[config.mk]
export PLATFORM = sky130hd
export DESIGN_NAME = ppm_pin_mux
export DESIGN_NICKNAME = d
export VERILOG_FILES = /design/src/logic/ppm_pkg.sv /design/src/logic/ppm_pin_mux.sv
export SDC_FILE = /design/constraint.sdc
export NUM_CORES = 1
export LEC_CHECK = 0
export BUFFER_PORTS_ARGS = -buffer_cell sky130_fd_sc_hd__buf_4
export CORE_MARGIN = 8
export CORE_UTILIZATION = 40
export CTS_CLUSTER_SIZE = 16
export DETAILED_ROUTE_END_ITERATION = 12
export MAX_ROUTING_LAYER = met4
export PLACE_DENSITY = 0.71
export SLEW_MARGIN = 10
export SYNTH_ARGS = -nofsm -noshare
export SYNTH_HDL_FRONTEND = slang
export SYNTH_SLANG_ARGS = --single-unit
[constraint.sdc]
create_clock -name sys_clk -period 1.1 [get_ports sys_clk]
set_input_delay 0.11 -clock sys_clk [delete_from_list [all_inputs] [get_ports sys_clk]]
set_output_delay 0.11 -clock sys_clk [all_outputs]
set_load 0.01 [all_outputs]
[src/logic/ppm_pkg.sv]
package ppm_pkg;
  // pin indices inside the seven-pin group
  localparam int unsigned PIN_A7 = 0;
  localparam int unsigned PIN_A6 = 1;
  localparam int unsigned PIN_A5 = 2;
  localparam int unsigned PIN_A4 = 3;
  localparam int unsigned PIN_A3 = 4;
  localparam int unsigned PIN_A0 = 5;
  localparam int unsigned PIN_B7 = 6;
  localparam int unsigned NUM_PINS = 7;
  // reset values of the configuration state
  localparam logic [6:0] RST_PINS = 7'h00;
  localparam logic [6:0] RST_OE_N = 7'h7F;
  // edges after reset before the pin pipeline holds real pad levels
  localparam logic [2:0] SETTLE_EDGES = 3'h4;
  // output selector codes for the two-bit selects of A0 and A3
  typedef enum logic [1:0] {
    PPM_SEL_PORT  = 2'h0,
    PPM_SEL_WIDE  = 2'h1,
    PPM_SEL_ALT2  = 2'h2,
    PPM_SEL_ALT3  = 2'h3
  } ppm_sel_t;
  // edge selection for external interrupt lines
  typedef enum logic [1:0] {
    PPM_EDGE_BOTH = 2'h0,
    PPM_EDGE_RISE = 2'h1,
    PPM_EDGE_FALL = 2'h2,
    PPM_EDGE_NONE = 2'h3
  } ppm_edge_t;
endpackage : ppm_pkg

[src/logic/ppm_pin_mux.sv]
`timescale 1ns/1ps
module ppm_pin_mux #(
  parameter int unsigned PINS = 7
) (
  input  wire logic       sys_clk,
  input  wire logic       rst,
  // port data, direction and pull-up, index per ppm_pkg pin order
  input  wire logic [6:0] port_out_data,
  input  wire logic [6:0] port_dir_out,
  input  wire logic [6:0] port_pullup_en,
  output logic      [6:0] port_in_data,
  // digital-input-enable: port A bits 7,6,5,4,3,0 and port B bit 7
  input  wire logic [5:0] porta_din_en,
  input  wire logic       portb_din_en,
  // alternate function selection
  input  wire logic [1:0] sel_a0,
  input  wire logic [1:0] sel_a3,
  input  wire logic       sel_a4_pwm,
  input  wire logic       sel_a5_pwm,
  input  wire logic       sel_b7_pwm,
  input  wire logic       reset_pin_en,
  input  wire logic       xtal_en,
  input  wire logic [1:0] irq0_edge,
  input  wire logic [1:0] irq1_edge,
  input  wire logic       irq1_use_a4,
  input  wire logic       sleep_mode,
  // alternate function sources and sinks
  input  wire logic       wide_pwm0_out,
  input  wire logic       wide_pwm1_out,
  input  wire logic       wide_pwm2_out,
  input  wire logic       timer8_pwm_out,
  input  wire logic       cmp_result_out,
  output logic            cmp_analog_sel,
  output logic            xtal_in_pin,
  output logic            pin_reset_n,
  output logic            ext_irq_line_0,
  output logic            ext_irq_line_1_alt,
  output logic            wake_req,
  // pads: input, output, active-low output enable and pull-up
  input  wire logic [6:0] pad_in,
  output logic      [6:0] pad_out,
  output logic      [6:0] pad_oe_n,
  output logic      [6:0] pad_pullup
);

  // elaboration checks: the pin map and all port widths are fixed at seven pins,
  // and the port B enable bit must be the last entry of the pin order
  initial begin
    if (PINS != ppm_pkg::NUM_PINS) $error("ppm_pin_mux serves exactly seven pins");
    if (ppm_pkg::PIN_B7 != PINS - 1) $error("ppm_pin_mux needs port B bit 7 as its last pin");
  end

  typedef struct packed {
    logic [6:0] sync1;
    logic [6:0] sync2;
    logic [6:0] prev;
    logic [6:0] din;
    logic [6:0] pout;
    logic [6:0] poe_n;
    logic       irq0;
    logic       irq1;
    logic       wake;
    logic       rstn;
    logic [2:0] warm;
  } ppm_state_t;

  ppm_state_t st_q;
  ppm_state_t st_d;
  logic [6:0] din_en;
  logic [6:0] drv;
  logic [6:0] alt_en;
  logic       settled;

  // edge match for one interrupt line
  function automatic logic ppm_edge_hit(input logic [1:0] mode, input logic now, input logic was);
    ppm_edge_hit = 1'b0;
    case (mode)
      ppm_pkg::PPM_EDGE_BOTH: ppm_edge_hit = now ^ was;
      ppm_pkg::PPM_EDGE_RISE: ppm_edge_hit = now & ~was;
      ppm_pkg::PPM_EDGE_FALL: ppm_edge_hit = ~now & was;
      default:                ppm_edge_hit = 1'b0;
    endcase
  endfunction : ppm_edge_hit

  // combined input enables, port B bit on top
  assign din_en = {portb_din_en, porta_din_en};

  // next state: synchronise pads, mux outputs, detect edges
  // pads come from outside the clock domain, so two flops stand before any
  // use; the enable mask sits after them, which makes a disabled pin read a
  // steady zero and keeps it away from the wake and interrupt logic
  always_comb begin
    st_d = st_q;
    // after reset the pipeline still holds zeros: a pad idling high would
    // look like a rising edge, so edge logic waits for the settle count
    settled   = (st_q.warm == ppm_pkg::SETTLE_EDGES);
    st_d.warm = settled ? st_q.warm : st_q.warm + 3'h1;
    st_d.sync1 = pad_in;
    st_d.sync2 = st_q.sync1;
    st_d.prev  = st_q.din;
    st_d.din   = st_q.sync2 & din_en;
    drv    = port_out_data;
    alt_en = 7'h00;
    // port A bit 0: comparator result or wide pwm0
    case (sel_a0)
      ppm_pkg::PPM_SEL_WIDE: begin
        drv[ppm_pkg::PIN_A0]    = wide_pwm0_out;
        alt_en[ppm_pkg::PIN_A0] = 1'b1;
      end
      ppm_pkg::PPM_SEL_ALT2: begin
        drv[ppm_pkg::PIN_A0]    = cmp_result_out;
        alt_en[ppm_pkg::PIN_A0] = 1'b1;
      end
      default: ;
    endcase
    // port A bit 3: timer8 pwm or wide pwm2
    case (sel_a3)
      ppm_pkg::PPM_SEL_WIDE: begin
        drv[ppm_pkg::PIN_A3]    = wide_pwm2_out;
        alt_en[ppm_pkg::PIN_A3] = 1'b1;
      end
      ppm_pkg::PPM_SEL_ALT2: begin
        drv[ppm_pkg::PIN_A3]    = timer8_pwm_out;
        alt_en[ppm_pkg::PIN_A3] = 1'b1;
      end
      default: ;
    endcase
    if (sel_a4_pwm) begin
      drv[ppm_pkg::PIN_A4]    = wide_pwm1_out;
      alt_en[ppm_pkg::PIN_A4] = 1'b1;
    end
    if (sel_b7_pwm) begin
      drv[ppm_pkg::PIN_B7]    = wide_pwm1_out;
      alt_en[ppm_pkg::PIN_B7] = 1'b1;
    end
    if (sel_a5_pwm) begin
      drv[ppm_pkg::PIN_A5]    = wide_pwm2_out;
      alt_en[ppm_pkg::PIN_A5] = 1'b1;
    end
    // alternate function takes the pin over the port bit
    // an enabled alternate output also turns the driver on, so software
    // need not set the direction bit for a routed pwm or comparator output
    st_d.pout  = drv;
    st_d.poe_n = ~(port_dir_out | alt_en);
    // open drain on A5: only drive low, float for a one
    // the pad data stays low at all times and the enable carries the level,
    // so no select or direction setting can ever push the pin high
    st_d.pout[ppm_pkg::PIN_A5]  = 1'b0;
    st_d.poe_n[ppm_pkg::PIN_A5] = ~((port_dir_out[ppm_pkg::PIN_A5] | alt_en[ppm_pkg::PIN_A5])
                                    & ~drv[ppm_pkg::PIN_A5]);
    // reset input function releases A5 entirely
    if (reset_pin_en) begin
      st_d.poe_n[ppm_pkg::PIN_A5] = 1'b1;
    end
    // crystal owns A7 and A6, no digital drive
    // the input enables of these pins are left to software, which must
    // clear them to stop the input buffers drawing current
    if (xtal_en) begin
      st_d.poe_n[ppm_pkg::PIN_A7] = 1'b1;
      st_d.poe_n[ppm_pkg::PIN_A6] = 1'b1;
    end
    st_d.rstn = reset_pin_en ? st_q.sync2[ppm_pkg::PIN_A5] : 1'b1;
    // interrupt lines look at masked inputs, so a disabled pin cut off while high gives at most one falling edge
    st_d.irq0 = settled &
                ppm_edge_hit(irq0_edge, st_q.din[ppm_pkg::PIN_A0], st_q.prev[ppm_pkg::PIN_A0]);
    st_d.irq1 = settled & irq1_use_a4 &
                ppm_edge_hit(irq1_edge, st_q.din[ppm_pkg::PIN_A4], st_q.prev[ppm_pkg::PIN_A4]);
    // toggle wake-up only from enabled pins
    // the enable is applied twice: once in the input mask and once here, so
    // a pin cut off in the same cycle as its toggle still cannot wake
    st_d.wake = settled & sleep_mode & (|((st_q.din ^ st_q.prev) & din_en));
    // synchronous reset: all drivers released, pulses and pipeline cleared
    if (rst) begin
      st_d       = '0;
      st_d.poe_n = ppm_pkg::RST_OE_N;
      st_d.rstn  = 1'b1;
    end
  end

  // state register
  always_ff @(posedge sys_clk) begin
    st_q <= st_d;
  end

  // outputs straight from the state register, apart from the constant xtal_in_pin and the level pass-through
  // of the pull-up enables and the analog select, which follow their inputs
  assign port_in_data       = st_q.din;
  assign pad_out            = st_q.pout;
  assign pad_oe_n           = st_q.poe_n;
  assign pad_pullup         = port_pullup_en;
  assign ext_irq_line_0     = st_q.irq0;
  assign ext_irq_line_1_alt = st_q.irq1;
  assign wake_req           = st_q.wake;
  assign pin_reset_n        = st_q.rstn;
  assign xtal_in_pin        = 1'b0; // analog path, no digital copy
  assign cmp_analog_sel     = ~(din_en[ppm_pkg::PIN_A4] & din_en[ppm_pkg::PIN_A3] & portb_din_en);

endmodule : ppm_pin_mux

---- Word level (Yosys, flattened, before mapping) ----
Cells that the tools add are included.
storage, ports and cells
  register bits ........................... 49
  output and inout port bits .............. 34
  logic and storage cells ................. 72
operators by class
  add/subtract/negate cells ............... 1
  eq/ne operators ......................... 9
  multiplexer cells ....................... 12
  bitwise gates (word level) .............. 28
  reduce and logical (&&, ||, !) cells .... 8
operator list
  kind                                           number
  bitwise AND 7 bit                              2
  bitwise AND 1 bit                              12
  OR reduction 2 bit                             5
  == test 2 x 1 -> 1 bit, second input constant  4
  == test 2 bit, second input constant           4
  two-way mux 1 bit                              8
  NOT 1 bit                                      8
  NOT 7 bit                                      1
  OR 7 bit                                       1
  OR reduction 7 bit                             1
  bitwise XOR 7 bit                              1
  case mux 1 bit (3 select lines)                2
  zero test 2 bit                                2
  case mux 1 bit (2 select lines)                2
  adder 3 x 1 -> 3 bit, second input constant    1
  == test 3 bit, second input constant           1
  bitwise XOR 1 bit                              2
  OR 1 bit                                       1

---- Longest topological paths before layout ----
  word-level depth ........................ 5
  gate-level depth with buffers ........... 5
  depth with buffers taken out ............ 5

---- Least setup slack after synthesis ----
OpenSTA, ideal clock, no wires.
  path type ............................... reg2reg
  start ................................... register st_q (netlist bit port_in_data[5])
  end ..................................... register st_q (netlist bit wake_req)
  arrival time ............................ 1.085 ns
  data required time ...................... 0.966 ns
  setup slack ............................. -0.119 ns
  cell stages (with the launch flop) ...... 6
  path buffers ............................ 0
  period minus slack after synthesis ...... 1.219 ns
  path through ............................ dfxtp_1 > inv_1 > ha_1 > inv_1 > a222oi_1 > a31oi_1
on the way
  longest elaborated chain between the ends .. 4
ends and longest elaborated chain
  element                   line                source
  start: declaration        ppm_pin_mux.sv:67   ppm_state_t st_q;
  start signal: assignment  ppm_pin_mux.sv:182  st_q <= st_d;
  bitwise XOR 7 bit         ppm_pin_mux.sv:171  st_d.wake = settled & sleep_mode & (|((st_q.din ^ st_q.prev) & din_en));
  bitwise AND 7 bit         ppm_pin_mux.sv:171
  OR reduction 7 bit        ppm_pin_mux.sv:171
  bitwise AND 1 bit         ppm_pin_mux.sv:171
No other way between the ends.
A chain may end at the register's enable or synchronous reset.

---- Final worst setup path ----
Ends and elaborated chain as after synthesis.

==> impl_metrics.yaml <==
clock_network:
  post-cts-setup-buffer-count: 0
  cts_tree: "yes"
  insertion_delay_ns: 0.29
  htree_levels: 2
  root_buffer: "clkbuf_8"
  clk_pin_slew_ns: 0.09
  cts_buffer_depth: 2
  numCtsBuffers: 5
  cts.sinks: 48
global_routing:
  grt_pass1_vias: 1403
  grt_pass1_wl_mm: 6.43
  grt_start_max_net_pins: 27
  grt-ovfl-total: 0
  antenna_found_initial: 0
  grtUsageTotal: 0.111
setup_path:
  timing.rr.end: "wake_req"
  critPathLaunch: "port_in_data[5]"
  critPathKind: "flop to flop"
  startpoint_type: "flop"
  critPathMostFrequentCell: "inv_2"
  crit_fanout: 2
  reg2reg_slack_ns: -0.1
  r2r-start: "port_in_data[5]"
  endpoint_kind: "flop"
  critical_path_arrival_ns: 1.37
  path_cells: "inv_2 > ha_4 > inv_2 > a222oi_1 > a31oi_1"
  crit_end: "wake_req"
  slowest_delay_ns: 0.34
  crit_slowest_cell: "dfxtp_2"
  required_ns: 1.27
  rr_worst_depth: 5
cells_and_area:
  mostFrequentLayoutCells: "buf_4, dfxtp_1, nor2b_1"
  antenna_cells: 0
  area_growth_pct: 34.8
  drive_gt1_frac: 0.391
  fill_cells: 435
  final_cells: 315
  final_common_cell: "buf_4"
  nets: 327
  final_core_util: 0.555
sta:
  setup_ws_ns: -0.0982
  finalHoldViolCount: 0
  fmax_mhz: 835
  grt_setup_unrepaired: "yes"
  clock_skew_ns: 0.00814
  finalMaxSlewViolations: 0
  fin_crit_ns: 1.20
  finalCritPeriodShare: 1.09
  finalSetupViolCount: 2
drt:
  postRouteAntennaNets: 0
  route.detailed.drc: 0
  drt_first_pass_iters: 4
  num_vias: 1383
  wirelength_mm: 3.90
  viasPerCell: 4.39
  wl_per_cell_um: 12.4
  drtIter0Drc: 23
status:
  status: "finished, violations left"
  violations: "setup timing"
floorplan:
  die_x_um: 85.5
  die_area_um2: 7310
  rows: 25
  start_util: 0.412
  core_area_um2: 4690
  die_y_um: 85.5
  io_pins: 91
min_path:
  hp-class: "input port to flop"
  hold_depth: 2
synthesis:
  yosysSeqAreaShare: 0.497
  ys.warnings.count: 0
  yosysUniqueCellTypes: 31
  avgSynthCellArea_um2: 9.76
  syn-cell-area_um2: 1930
  netlist_instances: 198
  synth_seq_cells: 48
power_and_ir_drop:
  totalPowerFinal_mw: 3.67
  ir_drop_v: 0.000752
  p_leak_nw: 1.24
  p_per_area_nw_per_um2: 1410
placed_design:
  hpwl_mm: 3.03
  place_ws_ns: -0.0944
  gp_routability_congestion: 0.727
  portBuffers: 74
  dp_cells: 299
flow_run:
  cap_violations: 0
[worst min-delay path by stage]
stage                     to         startpoint
6_report            st_q[48]          pad_in[6]
4_1_cts             st_q[48]          pad_in[6]
3_3_place_gp   pad_pullup[1]  port_pullup_en[1]
3_5_place_dp   pad_pullup[1]  port_pullup_en[1]
5_1_grt             st_q[42]          pad_in[0]
2_1_floorplan    pad_oe_n[0]    port_dir_out[0]
[state kept, by name (all words and copies together), names as in the netlist]
signal	count
pad_oe_n	7
port_in_data	7
ext_irq_line_1_alt	1
pad_out	6
wake_req	1
st_q	24
ext_irq_line_0	1
pin_reset_n	1
[logic make-up after synthesis]
| kind of cell | synth area share |
|---|---|
| AND/OR/NAND/NOR | 0.184 |
| flip-flops | 0.497 |
| buffers and inverters | 0.156 |
| AO/OA/AOI/OAI | 0.0583 |
| adder cells (fa/ha/maj) | 0.0648 |
| XOR/XNOR | 0.0272 |
| multiplexers | 0.0104 |
| other | 0.00194 |
[cell usage after synthesis]
cell type,instances,share of area
o21bai_1,2,0.0078
a222oi_1,1,0.0052
inv_1,14,0.027
nor2b_1,26,0.084
xnor2_1,1,0.0045
a21o_1,2,0.0078
a21oi_1,1,0.0026
a221oi_2,1,0.0078
and3b_1,1,0.0045
ha_1,10,0.065
clkbuf_2,1,0.0026
nand2_1,13,0.025
buf_4,29,0.11
xor2_1,5,0.023
nor3_1,4,0.010
nand3b_1,1,0.0039
dfxtp_1,48,0.50
mux2i_1,2,0.010
a22oi_1,2,0.0078
a221oi_1,2,0.0091
nand3_1,3,0.0078
o31a_1,1,0.0045
buf_2,3,0.0078
conb_1,1,0.0019
o21ai_0,1,0.0026
nor3b_1,1,0.0039
nand2b_1,2,0.0065
nor2_1,17,0.033
a31oi_1,1,0.0032
buf_6,1,0.0058
or3b_2,1,0.0045
[per-layer routing]
layer  GRT usage  wire (µm)  vias to the layer above
met5           -          0                        -
met3      0.0487        323                        0
met1       0.119       1590                      624
li1            -          -                      713
met2       0.186       1980                       46
met4      0.0239          0                        0
[worst max-delay path: cells and delay by family, from the launching register on]
kind                     cells  cell delay (ns)
AO/OA/AOI/OAI                2             0.41
buffers and inverters        2             0.08
flip-flops                   1             0.34
adder cells (fa/ha/maj)      1             0.26
[what timing repair did]
action | 4_1_cts | 5_1_grt
gates resized for setup | 3 | 3
endpoints found under the hold margin | 5 | 0
hold buffers | 8 | 0
setup endpoints to repair | 3 | 3
[metrics by stage]
stage / TNS (ns) / instance area [µm²] / hold slack [ns]
after CTS: -0.148 / 2600 / 0.0121
final: -0.138 / 2600 / 0.0235
after detailed placement: -0.129 / 2380 / 0.220
after global routing: -0.296 / 2600 / 0.0105
after global placement: -0.0688 / 2380 / 0.220
after floorplan: -0.0545 / 1960 / 0.172
[power breakdown]
part	leakage [nW]	switching [mW]	total (mW)	internal, mW
sequential	0.396	0.0304	1.85	1.82
combinational	0.780	0.185	0.466	0.281
clock	0.0645	0.553	1.35	0.802
total	1.24	0.768	3.67	2.90
[cell type report]
cell class,count,area [µm²],area share
Sequential cell,48,966,0.371
Clock inverter,1,30.0,0.0115
Inverter,14,52.6,0.0202
Timing Repair Buffer,88,681,0.261
Multi-Input combinational cell,103,711,0.273
Tap cell,54,67.6,0.0259
Clock buffer,7,96.3,0.0370
Note: power is estimated with default switching activity, not from simulation.
